## src/gas_defs.svh

```systemverilog
// Constants of the guarded absolute value and halfword store block.
// Assumes inclusion by bare name from the design and the testbench.
`ifndef GAS_DEFS_SVH
`define GAS_DEFS_SVH

// ------------------------------------------------------------------
// Operation codes and issue slots
// ------------------------------------------------------------------
`define GAS_OPC_DUALABS     8'h48
`define GAS_OPC_IABS        8'h2C
`define GAS_OPC_ST16D       8'h1E
`define GAS_SLOTS_DSPALU    6'h0A
`define GAS_SLOTS_ALU       6'h3E
`define GAS_SLOTS_DMEM      6'h30

// ------------------------------------------------------------------
// Halfword clipping values
// ------------------------------------------------------------------
`define GAS_HALF_MOST_NEG   16'h8000
`define GAS_HALF_CLIP       16'h7FFF

// ------------------------------------------------------------------
// Register offsets, fields and reset values
// ------------------------------------------------------------------
`define GAS_PSW_OFS         4'h0
`define GAS_STAT_OFS        4'h4
`define GAS_PSW_LITTLE_BIT  0
`define GAS_PSW_MIS_BIT     1
`define GAS_PSW_TRAP_BIT    2
`define GAS_PSW_RESET       3'h0
`define GAS_RESP_OKAY       2'h0
`define GAS_RESP_SLVERR     2'h2

`endif

```

## src/gas_pkg.sv

```systemverilog
// Types shared by the guarded absolute value and halfword store block.
// Assumes gas_defs.svh is on the include path.
package gas_pkg;
	typedef logic [31:0] gas_word_type;
	typedef logic [7:0]  gas_opc_type;
	typedef logic [2:0]  gas_slot_type;
	typedef logic [6:0]  gas_reg_type;
	typedef logic [6:0]  gas_disp_type;
	typedef logic [1:0]  gas_resp_type;
endpackage

```

## src/gas_exec.sv

```systemverilog
// Execution logic for dual clipped abs, 32-bit abs and halfword store,
// with the program status word reached over AXI4-Lite.
// Assumes issue logic, register file and data cache on ref_clk_in.
//
// Behaviour
// - Dual abs sign-extends each source half and takes each absolute value.
// - A half equal to 0x8000 yields 0x7FFF, keeping results in range.
// - Upper-half result goes to bits 31:16, lower-half result to 15:0.
// - 32-bit abs passes non-negatives and negates negatives, unsigned result.
// - Only guard bit 0 decides; one writes the destination, zero does not.
// - Halfword store writes source low 16 bits at base plus twice the displacement.
// - Little-endian puts bits 7:0 at base; big-endian puts bits 15:8 there.
// - An odd store address sets the misaligned store flag.
// - With trap enable set, a misaligned store requests an exception at jump.
// - A guarded-true store updates memory, and the cache when cacheable.
// - A guarded-false store has no side effects, cache state included.
//
// The AXI4-Lite interface to the registers and the address map were left to the implementer.
`timescale 1ns/1ps
`include "gas_defs.svh"

module gas_exec #(
	parameter int ADDR_W = 4
) (
	input  wire logic                   ref_clk_in,
	input  wire logic                   rst_b_in,
	input  wire logic                   op_valid_in,
	input  wire gas_pkg::gas_opc_type   opcode_in,
	input  wire gas_pkg::gas_slot_type  slot_in,
	input  wire gas_pkg::gas_word_type  guard_in,
	input  wire gas_pkg::gas_word_type  first_source_register_in,
	input  wire gas_pkg::gas_word_type  second_source_register_in,
	input  wire gas_pkg::gas_disp_type  disp_in,
	input  wire gas_pkg::gas_reg_type   dest_in,
	input  wire logic                   cacheable_in,
	input  wire logic                   ijmp_in,
	output logic                        alu_wr_out,
	output gas_pkg::gas_reg_type        alu_dest_out,
	output gas_pkg::gas_word_type       alu_data_out,
	output logic                        dsp_wr_out,
	output gas_pkg::gas_reg_type        dsp_dest_out,
	output gas_pkg::gas_word_type       dsp_data_out,
	output logic                        mem_wr_out,
	output logic                        cache_upd_out,
	output gas_pkg::gas_word_type       mem_addr_out,
	output logic [7:0]                  mem_byte0_out,
	output logic [7:0]                  mem_byte1_out,
	output logic                        illegal_op_out,
	output logic                        exc_req_out,
	input  wire logic [ADDR_W-1:0]      s_axi_awaddr,
	input  wire logic                   s_axi_awvalid,
	output logic                        s_axi_awready,
	input  wire gas_pkg::gas_word_type  s_axi_wdata,
	input  wire logic [3:0]             s_axi_wstrb,
	input  wire logic                   s_axi_wvalid,
	output logic                        s_axi_wready,
	output gas_pkg::gas_resp_type       s_axi_bresp,
	output logic                        s_axi_bvalid,
	input  wire logic                   s_axi_bready,
	input  wire logic [ADDR_W-1:0]      s_axi_araddr,
	input  wire logic                   s_axi_arvalid,
	output logic                        s_axi_arready,
	output gas_pkg::gas_word_type       s_axi_rdata,
	output gas_pkg::gas_resp_type       s_axi_rresp,
	output logic                        s_axi_rvalid,
	input  wire logic                   s_axi_rready
);
	import gas_pkg::*;

	generate
		if (ADDR_W < 4) begin : g_bad_addr
			$error("ADDR_W must be at least 4.");
		end
	endgenerate

	// ------------------------------------------------------------------
	// Issue decode
	// ------------------------------------------------------------------
	function automatic logic slot_ok(input gas_slot_type s,
			input logic [5:0] mask);
		logic [7:0] full;
		full = {2'h0, mask};
		slot_ok = full[s];
	endfunction

	logic [2:0]   psw_ff;
	logic         pend_ff;
	wire  logic   is_dual   = opcode_in == `GAS_OPC_DUALABS;
	wire  logic   is_iabs   = opcode_in == `GAS_OPC_IABS;
	wire  logic   is_st     = opcode_in == `GAS_OPC_ST16D;
	wire  logic   dual_take = op_valid_in && is_dual &&
		slot_ok(slot_in, `GAS_SLOTS_DSPALU);
	wire  logic   iabs_take = op_valid_in && is_iabs &&
		slot_ok(slot_in, `GAS_SLOTS_ALU);
	wire  logic   st_take   = op_valid_in && is_st &&
		slot_ok(slot_in, `GAS_SLOTS_DMEM);
	wire  logic   nxt_illegal = op_valid_in && !(dual_take || iabs_take ||
		st_take);
	wire  logic   guard_true = guard_in[0];
	wire  logic   dual_fire = dual_take && guard_true;
	wire  logic   iabs_fire = iabs_take && guard_true;
	wire  logic   st_fire   = st_take && guard_true;

	// ------------------------------------------------------------------
	// Dual clipped absolute value, two stages
	// ------------------------------------------------------------------
	wire gas_word_type nxt_dual;
	genvar h;
	generate
		for (h = 0; h < 2; h++) begin : g_half
			wire logic [15:0] half = second_source_register_in[h*16 +: 16];
			wire logic [15:0] neg  = 16'(~half + 16'h0001);
			assign nxt_dual[h*16 +: 16] =
				(half == `GAS_HALF_MOST_NEG) ? `GAS_HALF_CLIP :
				half[15] ? neg : half;
		end
	endgenerate

	logic         dual_v_ff;
	gas_reg_type  dual_dest_ff;
	gas_word_type dual_res_ff;
	always_ff @(posedge ref_clk_in or negedge rst_b_in) begin
		if (!rst_b_in) begin
			dual_v_ff    <= 1'b0;
			dual_dest_ff <= 7'h00;
			dual_res_ff  <= 32'h00000000;
			dsp_wr_out   <= 1'b0;
			dsp_dest_out <= 7'h00;
			dsp_data_out <= 32'h00000000;
		end else begin
			dual_v_ff    <= dual_fire;
			dual_dest_ff <= dest_in;
			dual_res_ff  <= nxt_dual;
			dsp_wr_out   <= dual_v_ff;
			dsp_dest_out <= dual_dest_ff;
			dsp_data_out <= dual_res_ff;
		end
	end

	// ------------------------------------------------------------------
	// 32-bit absolute value, one stage
	// ------------------------------------------------------------------
	wire gas_word_type nxt_iabs = second_source_register_in[31] ?
		32'(~second_source_register_in + 32'h00000001) :
		second_source_register_in;

	always_ff @(posedge ref_clk_in or negedge rst_b_in) begin
		if (!rst_b_in) begin
			alu_wr_out     <= 1'b0;
			alu_dest_out   <= 7'h00;
			alu_data_out   <= 32'h00000000;
			illegal_op_out <= 1'b0;
		end else begin
			alu_wr_out     <= iabs_fire;
			alu_dest_out   <= dest_in;
			alu_data_out   <= nxt_iabs;
			illegal_op_out <= nxt_illegal;
		end
	end

	// ------------------------------------------------------------------
	// Halfword store with displacement
	// ------------------------------------------------------------------
	wire gas_word_type st_addr = 32'(second_source_register_in +
		{{24{disp_in[6]}}, disp_in, 1'b0});
	wire logic little  = psw_ff[`GAS_PSW_LITTLE_BIT];
	wire logic [7:0] nxt_b0 = little ? first_source_register_in[7:0] :
		first_source_register_in[15:8];
	wire logic [7:0] nxt_b1 = little ? first_source_register_in[15:8] :
		first_source_register_in[7:0];
	wire logic st_mis  = st_fire && st_addr[0];

	always_ff @(posedge ref_clk_in or negedge rst_b_in) begin
		if (!rst_b_in) begin
			mem_wr_out    <= 1'b0;
			cache_upd_out <= 1'b0;
			mem_addr_out  <= 32'h00000000;
			mem_byte0_out <= 8'h00;
			mem_byte1_out <= 8'h00;
		end else begin
			mem_wr_out    <= st_fire;
			cache_upd_out <= st_fire && cacheable_in;
			if (st_fire) begin
				mem_addr_out  <= st_addr;
				mem_byte0_out <= nxt_b0;
				mem_byte1_out <= nxt_b1;
			end
		end
	end

	// ------------------------------------------------------------------
	// Status word, trap request and AXI4-Lite slave
	// ------------------------------------------------------------------
	logic              aw_got_ff;
	logic              w_got_ff;
	logic [ADDR_W-1:0] waddr_ff;
	gas_word_type      wdata_ff;
	logic              wstrb0_ff;
	wire logic aw_hs   = s_axi_awvalid && s_axi_awready;
	wire logic w_hs    = s_axi_wvalid && s_axi_wready;
	wire logic wr_go   = aw_got_ff && w_got_ff && !s_axi_bvalid;
	wire logic wr_psw  = wr_go && waddr_ff[3:0] == `GAS_PSW_OFS &&
		waddr_ff[ADDR_W-1:2] == '0 && wstrb0_ff;
	wire logic wr_hit  = waddr_ff == ADDR_W'(`GAS_PSW_OFS);
	wire logic mis_clr = wr_psw && wdata_ff[`GAS_PSW_MIS_BIT];
	wire logic [2:0] nxt_psw = {
		wr_psw ? wdata_ff[`GAS_PSW_TRAP_BIT] : psw_ff[`GAS_PSW_TRAP_BIT],
		st_mis || (psw_ff[`GAS_PSW_MIS_BIT] && !mis_clr),
		wr_psw ? wdata_ff[`GAS_PSW_LITTLE_BIT] : psw_ff[`GAS_PSW_LITTLE_BIT]};
	wire logic trap_set = st_mis && psw_ff[`GAS_PSW_TRAP_BIT];
	wire logic ar_hs   = s_axi_arvalid && s_axi_arready;
	wire logic rd_psw  = s_axi_araddr == ADDR_W'(`GAS_PSW_OFS);
	wire logic rd_stat = s_axi_araddr == ADDR_W'(`GAS_STAT_OFS);
	wire gas_word_type nxt_rdata = rd_psw ? {29'h0, psw_ff} :
		rd_stat ? {31'h0, pend_ff} : 32'h00000000;

	always_ff @(posedge ref_clk_in or negedge rst_b_in) begin
		if (!rst_b_in) begin
			psw_ff      <= `GAS_PSW_RESET;
			pend_ff     <= 1'b0;
			exc_req_out <= 1'b0;
		end else begin
			psw_ff      <= nxt_psw;
			pend_ff     <= trap_set || (pend_ff && !ijmp_in);
			exc_req_out <= ijmp_in && pend_ff;
		end
	end

	always_ff @(posedge ref_clk_in or negedge rst_b_in) begin
		if (!rst_b_in) begin
			aw_got_ff     <= 1'b0;
			w_got_ff      <= 1'b0;
			waddr_ff      <= '0;
			wdata_ff      <= 32'h00000000;
			wstrb0_ff     <= 1'b0;
			s_axi_awready <= 1'b1;
			s_axi_wready  <= 1'b1;
			s_axi_bvalid  <= 1'b0;
			s_axi_bresp   <= `GAS_RESP_OKAY;
		end else begin
			if (aw_hs) begin
				aw_got_ff     <= 1'b1;
				waddr_ff      <= s_axi_awaddr;
				s_axi_awready <= 1'b0;
			end
			if (w_hs) begin
				w_got_ff     <= 1'b1;
				wdata_ff     <= s_axi_wdata;
				wstrb0_ff    <= s_axi_wstrb[0];
				s_axi_wready <= 1'b0;
			end
			if (wr_go) begin
				aw_got_ff    <= 1'b0;
				w_got_ff     <= 1'b0;
				s_axi_bvalid <= 1'b1;
				s_axi_bresp  <= wr_hit ? `GAS_RESP_OKAY : `GAS_RESP_SLVERR;
			end
			if (s_axi_bvalid && s_axi_bready) begin
				s_axi_bvalid  <= 1'b0;
				s_axi_awready <= 1'b1;
				s_axi_wready  <= 1'b1;
			end
		end
	end

	always_ff @(posedge ref_clk_in or negedge rst_b_in) begin
		if (!rst_b_in) begin
			s_axi_arready <= 1'b1;
			s_axi_rvalid  <= 1'b0;
			s_axi_rdata   <= 32'h00000000;
			s_axi_rresp   <= `GAS_RESP_OKAY;
		end else if (ar_hs) begin
			s_axi_arready <= 1'b0;
			s_axi_rvalid  <= 1'b1;
			s_axi_rdata   <= nxt_rdata;
			s_axi_rresp   <= (rd_psw || rd_stat) ? `GAS_RESP_OKAY :
				`GAS_RESP_SLVERR;
		end else if (s_axi_rvalid && s_axi_rready) begin
			s_axi_rvalid  <= 1'b0;
			s_axi_arready <= 1'b1;
		end
	end
endmodule

```

## config.mk

```make
export PLATFORM = sky130hd
export DESIGN_NAME = gas_exec
export DESIGN_NICKNAME = d
export VERILOG_FILES = /design/src/gas_pkg.sv /design/src/gas_exec.sv
export VERILOG_INCLUDE_DIRS = /design/src
export SDC_FILE = /design/constraint.sdc
export NUM_CORES = 1
export LEC_CHECK = 0
export BUFFER_PORTS_ARGS = -buffer_cell sky130_fd_sc_hd__buf_2
export CORE_MARGIN = 4
export CORE_UTILIZATION = 53
export CTS_CLUSTER_DIAMETER = 120
export CTS_CLUSTER_SIZE = 30
export DETAILED_ROUTE_END_ITERATION = 8
export PLACE_DENSITY_LB_ADDON = 0.08
export SLEW_MARGIN = 20
export SYNTH_ARGS = -nofsm -noshare
export SYNTH_HDL_FRONTEND = slang
export SYNTH_SLANG_ARGS = --single-unit
export TNS_END_PERCENT = 1
```

## constraint.sdc

```tcl
create_clock -name ref_clk_in -period 3.74 [get_ports ref_clk_in]
set_input_delay 0.935 -clock ref_clk_in [delete_from_list [all_inputs] [get_ports ref_clk_in]]
set_output_delay 0.935 -clock ref_clk_in [all_outputs]
set_load 0.01 [all_outputs]
```

== Word-level counts from Yosys, hierarchy flattened ==
Memory sizes are Yosys's and may differ from the RTL's.
Cells that the tools add are included.

* Word-level logic and storage cells: 121
* Register bits after elaboration: 220
* Output and inout bits: 173
* Memories kept: 3
* Bits in read-only memories: 24

* Muxes and demuxes: 28
* Equal/unequal tests: 6
* Add/sub/neg operators: 4
* Bitwise logic cells: 3
* Reduce and logical (&&, ||, !) cells: 45
* Magnitude comparators: 1

{| class="wikitable"
|+ Memory list
! memory !! words !! width !! read ports !! clocked after memory_dff !! wr ports !! RTL line !! text
|-
| (name not given) || 8 || 1 || 1 || 0 || 0 || gas_exec.sv:83 || <nowiki>slot_ok = full[s];</nowiki>
|-
| (name not given) || 8 || 1 || 1 || 0 || 0 || gas_exec.sv:83 ||
|-
| (name not given) || 8 || 1 || 1 || 0 || 0 || gas_exec.sv:83 ||
|}

{| class="wikitable"
|+ Operator list
! kind !! number
|-
| 16-bit 2-to-1 mux || 4
|-
| 16-bit by 1-bit adder with 16-bit output (second input constant) || 2
|-
| 32-bit by 1-bit adder with 32-bit output (second input constant) || 1
|-
| 32-bit adder || 1
|-
| 16-bit == test (second input constant) || 2
|-
| 32-bit 2-to-1 mux || 1
|-
| 16-bit NOT || 2
|-
| 32-bit NOT || 1
|-
| 1-bit logical AND || 27
|-
| 1-bit 2-to-1 mux || 18
|-
| 8-bit 2-to-1 mux || 2
|-
| 2-bit nonzero test || 6
|-
| 8-bit by 5-bit == test with 1-bit output (second input constant) || 1
|-
| 8-bit by 6-bit == test with 1-bit output (second input constant) || 1
|-
| 8-bit by 7-bit == test with 1-bit output (second input constant) || 1
|-
| 4-bit zero test || 2
|-
| 1-bit logical OR || 5
|-
| 4-bit by 3-bit == test with 1-bit output (second input constant) || 1
|-
| 1-bit zero test || 4
|-
| 3-bit by 4-bit less-than comparator with 1-bit output (second input constant) || 1
|-
| 2-bit 2-to-1 mux || 2
|-
| 3-bit 2-to-1 mux || 1
|-
| 2-bit zero test || 1
|}

== Longest topological paths before layout ==
* Word-level depth: 9
* Mapped depth: 10

== Worst setup path after synthesis ==
Ideal clock, no wire load.

* Path kind: input to register
* From: in second_source_register_in[8]
* To: reg alu_data_out[25]
* Slack: 0.501 ns
* Library setup time: 0.080 ns
* Stages on the path: 7
* Required time: 3.660 ns
* Data arrival time: 3.159 ns
* Cells stage by stage: or4_4 -> or3_4 -> or2_4 -> or3_4 -> or4_4 -> o31ai_4 -> xnor2_1

* Word-level cells in the longest chain between the ends: 3

{| class="wikitable"
|+ Ends and longest elaborated chain
! item !! RTL line !! text
|-
| from (decl) || gas_exec.sv:32 || <nowiki>input wire gas_pkg::gas_word_type second_source_register_in,</nowiki>
|-
| 32-bit NOT || gas_exec.sv:144 || <nowiki>32'(~second_source_register_in + 32'h00000001) :</nowiki>
|-
| 32-bit by 1-bit adder with 32-bit output || gas_exec.sv:144 ||
|-
| 32-bit 2-to-1 mux || gas_exec.sv:143 || <nowiki>wire gas_word_type nxt_iabs = second_source_register_in[31] ?</nowiki>
|-
| via nxt_iabs[25] || gas_exec.sv:143 ||
|-
| to (signal assigned) || gas_exec.sv:156 || <nowiki>alu_data_out <= nxt_iabs;</nowiki>
|-
| to (decl) || gas_exec.sv:39 || <nowiki>output gas_pkg::gas_word_type alu_data_out,</nowiki>
|}

The timed path passes the listed nets, and every way through them passes these cells.
A chain may end at the register's enable or synchronous reset.

== Final worst setup path ==
* From: in disp_in[6]
* To: reg mem_addr_out[28]

* Word-level cells in the longest chain between the ends: 1

{| class="wikitable"
|+ Ends and longest elaborated chain
! item !! RTL line !! text
|-
| from (decl) || gas_exec.sv:33 || <nowiki>input wire gas_pkg::gas_disp_type disp_in,</nowiki>
|-
| 32-bit adder || gas_exec.sv:164 || <nowiki>wire gas_word_type st_addr = 32'(second_source_register_in +</nowiki>
|-
| to (signal assigned) || gas_exec.sv:184 || <nowiki>mem_addr_out <= st_addr;</nowiki>
|-
| to (decl) || gas_exec.sv:45 || <nowiki>output gas_pkg::gas_word_type mem_addr_out,</nowiki>
|}

No other way between the ends.

==> results.toml <==
[status]
status = "completed"

[drt]
via_per_inst = 5.247
vias = 7220
drt.antenna.violating_nets = 0
drc = 0
drtIter0Drc = 384
routed_wl_mm = 21.89
first_pass_iters = 5
wl_per_cell_um = 15.91

[timing]
max_freq_ghz = 0.3188
setup_slack_ns = 0.6028
rsz0062_at_grt = "no"
tightest_slew_ns = 0.9190
maxSlewHeadroom_pct = 38.73
tns_ns = 0
drv_slew = 0
finalSetupViolCount = 0
hold_viol = 0
fin_skew_ns = 0.01245
finalCritPeriodShare_pct = 83.88
final.min_clock_period_ns = 3.137

[floorplan]
core_area_um2 = 16760
die_x_um = 139.6
num_rows = 47
die-area_um2 = 19480
io_pins = 348
die_h_um = 139.6
start_util_pct = 54.74

[worst_setup_path]
path_cells = "buf_2, ha_1, a21o_1, o41ai_1, a2111oi_0, buf_4, a2111oi_0, xor2_1, o21ai_0"
r2r_slack_ns = 2.24
crit_fanout = 12
critPathCapture = "mem_addr_out[28]"
critPathRequiredTime_ns = 4.03
arrival_ns = 3.43
end_kind = "flip-flop"
cpPeakStageDelay_ns = 0.57
critPathBufInv = 2
critical-path-top-delay-family = "compound AO/OA/AOI/OAI gates"
reg2reg_to = "s_axi_rdata[2]"
start_kind = "primary input"
r2r_start = "s_axi_arready"
crit_top_cell = "a2111oi_0"
worstRegToRegCells = 4
cp-startpoint = "disp_in[6]"
cp_slowest_cell = "a2111oi_0"
criticalPathCategory = "primary input to flip-flop"
path_depth = 9

[clock_network]
insertion_delay_ns = 0.43
cts_setup_buffers = 0
cts_resized = 0
path_clk_slew_ns = 0.07
hold_buffers = 0
cts_tree = "built"
cts_inserted_buffers = 17
clock-sinks = 189
cts-root-buf = "clkbuf_16"
cts.path.max_buffers = 2
htreeDepth = 4

[grt]
track_usage_pct = 22.61
grt-ovfl-total = 0
antenna_found_initial = 0
grt_pass1_vias = 7213
grt_pass1_wl_mm = 36.07
grt_max_degree = 94

[layout]
fin_nets = 1352
num_antenna_cells = 0
area.growth.synth_to_final_pct = 21.07
post_route_cells_drive_above_1_share_pct = 27.08
final_area_um2 = 11110

[synthesis]
synth_largest_area_cell = "dfrtp_1"
synthDistinctLibCells = 64
avgSynthCellArea_um2 = 10.12
yosysMostFrequentCell = "dfrtp_1"
synthesis.area_um2 = 9175
ys_ff_latch = 189
synth_edf_count = 0
async_reset_ff_share_pct = 100.0
synth_ff_type = "dfrtp_1"
syn_inst = 907
seq_area_frac_synth_pct = 51.59
ys_warn_count = 0
synth_top_area_share_pct = 50.73
synth.area.top_cells = "dfrtp_1 (51%), nand2_1 (5.4%), o21ai_0 (4.5%), ha_1 (4.5%), xnor2_1 (4.1%)"
synth_commonest_cells = "dfrtp_1 (186), nand2_1 (133), o21ai_0 (83), a21oi_1 (50), nor2_1 (47)"

[place]
io_buffers = 237
dpl-instance-area_um2 = 10530
dp_slack_ns = 0.1756
hpwl_mm = 16.74
gp_congestion = 0.9348

[power]
p_sw_mw = 1.453
pwr-share-clk_pct = 34.7
ir_worst_vdd_uv = 359.6
cellPowerDensity_nw_per_um2 = 448.0
switching_share_pct = 29.19
seq_power_share_pct = 47.2
power.leakage_nw = 5.472
combPwrFrac_pct = 18.1
p_int_mw = 3.524

[job]
drv_cap = 0

[worst_hold_path]
hold_path_class = "flip-flop to flip-flop"
-- stage by stage --
stage	instances	util, %	hold slack, ns	power (mW)
after floorplan	937	-	0.3312	2.941
after global placement	1344	62.85	0.3323	3.275
after detailed placement	1344	62.85	0.3347	3.298
after CTS	1376	66.28	0.3477	5.038
after global routing	1376	66.28	0.3525	5.264
final	1376	66.28	0.3473	4.977
-- sequential cells by signal, indices dropped and copies added (netlist names), 4 cells and up --
register       flops
alu_data_out      32
alu_dest_out       7
dsp_data_out      32
dsp_dest_out       7
dual_res_ff       32
mem_addr_out      32
mem_byte0_out      8
mem_byte1_out      8
waddr_ff           4
-- layout make-up --
class | instances | area [um^2]
sequential | 189 | 4733
clock inverter | 14 | 145.1
fill | 1410 | 5652
clock buffer | 18 | 429.2
inverter | 23 | 86.33
tap | 220 | 275.3
timing repair buffer | 255 | 1343
multi-input combinational | 657 | 4096
-- worst min path at each step --
stage,startpoint,endpoint,slack (ns),cells past startpoint
global route,dual_res_ff[12],dsp_data_out[12],0.35,0
detailed placement,dual_res_ff[0],dsp_data_out[0],0.33,0
global placement,dual_res_ff[17],dsp_data_out[17],0.33,0
CTS,dual_res_ff[12],dsp_data_out[12],0.35,0
floorplan,dual_res_ff[0],dsp_data_out[0],0.33,0
finish,dual_res_ff[12],dsp_data_out[12],0.35,0
-- cells in the final DEF, fill, tap and decap left out, types with 6 or more instances in the layout --
master     count
buf_2        236
dfrtp_1      186
nand2_1      132
o21ai_0       83
a21oi_1       50
nor2_1        47
xnor2_1       43
ha_1          33
conb_1        31
mux2i_1       25
xor2_1        25
inv_1         23
nor3_1        20
clkbuf_16     17
buf_4         17
and3_1        13
or3_1         12
o31ai_1       11
o21a_1        11
nand4_1       11
mux2_2        10
nand3_1        8
nor2b_1        7
and2_1         7
a21o_1         6
-- worst reg2reg max path: stages, from the launching register on --
cell and delay [ns]:
dfstp_2 0.55, nand2_1 0.13, or4_1 0.46, nor2_1 0.16, a22o_1 0.14
-- routing by layer --
metal	track usage, %	vias up	routed length (um)
li1	-	3563	-
met2	39.72	193	11310
met3	4.768	15	1127
met1	29.29	3449	9292
met5	0	-	0
met4	4.386	0	159
-- kinds of logic after synthesis --
logic type               after synthesis  share of synthesized area (%)
AO/OA/AOI/OAI                        198                          13.04
XOR/XNOR                              68                          6.491
adder cells (fa/ha/maj)               34                          4.718
buffers and inverters                 91                          5.018
flip-flops                           189                          51.59
multiplexers                          35                          3.955
other                                  1                        0.04087
AND/OR/NAND/NOR                      291                          15.15
-- power groups by stage --
stage	clock (mW)	sequential (mW)	combinational [mW]
2_1_floorplan	0	2.41	0.531
6_report	1.73	2.35	0.901
5_1_grt	1.89	2.37	1.01
3_5_place_dp	0	2.39	0.907
3_3_place_gp	0	2.38	0.894
4_1_cts	1.78	2.35	0.911
Note: power is estimated with default switching activity, not from simulation.
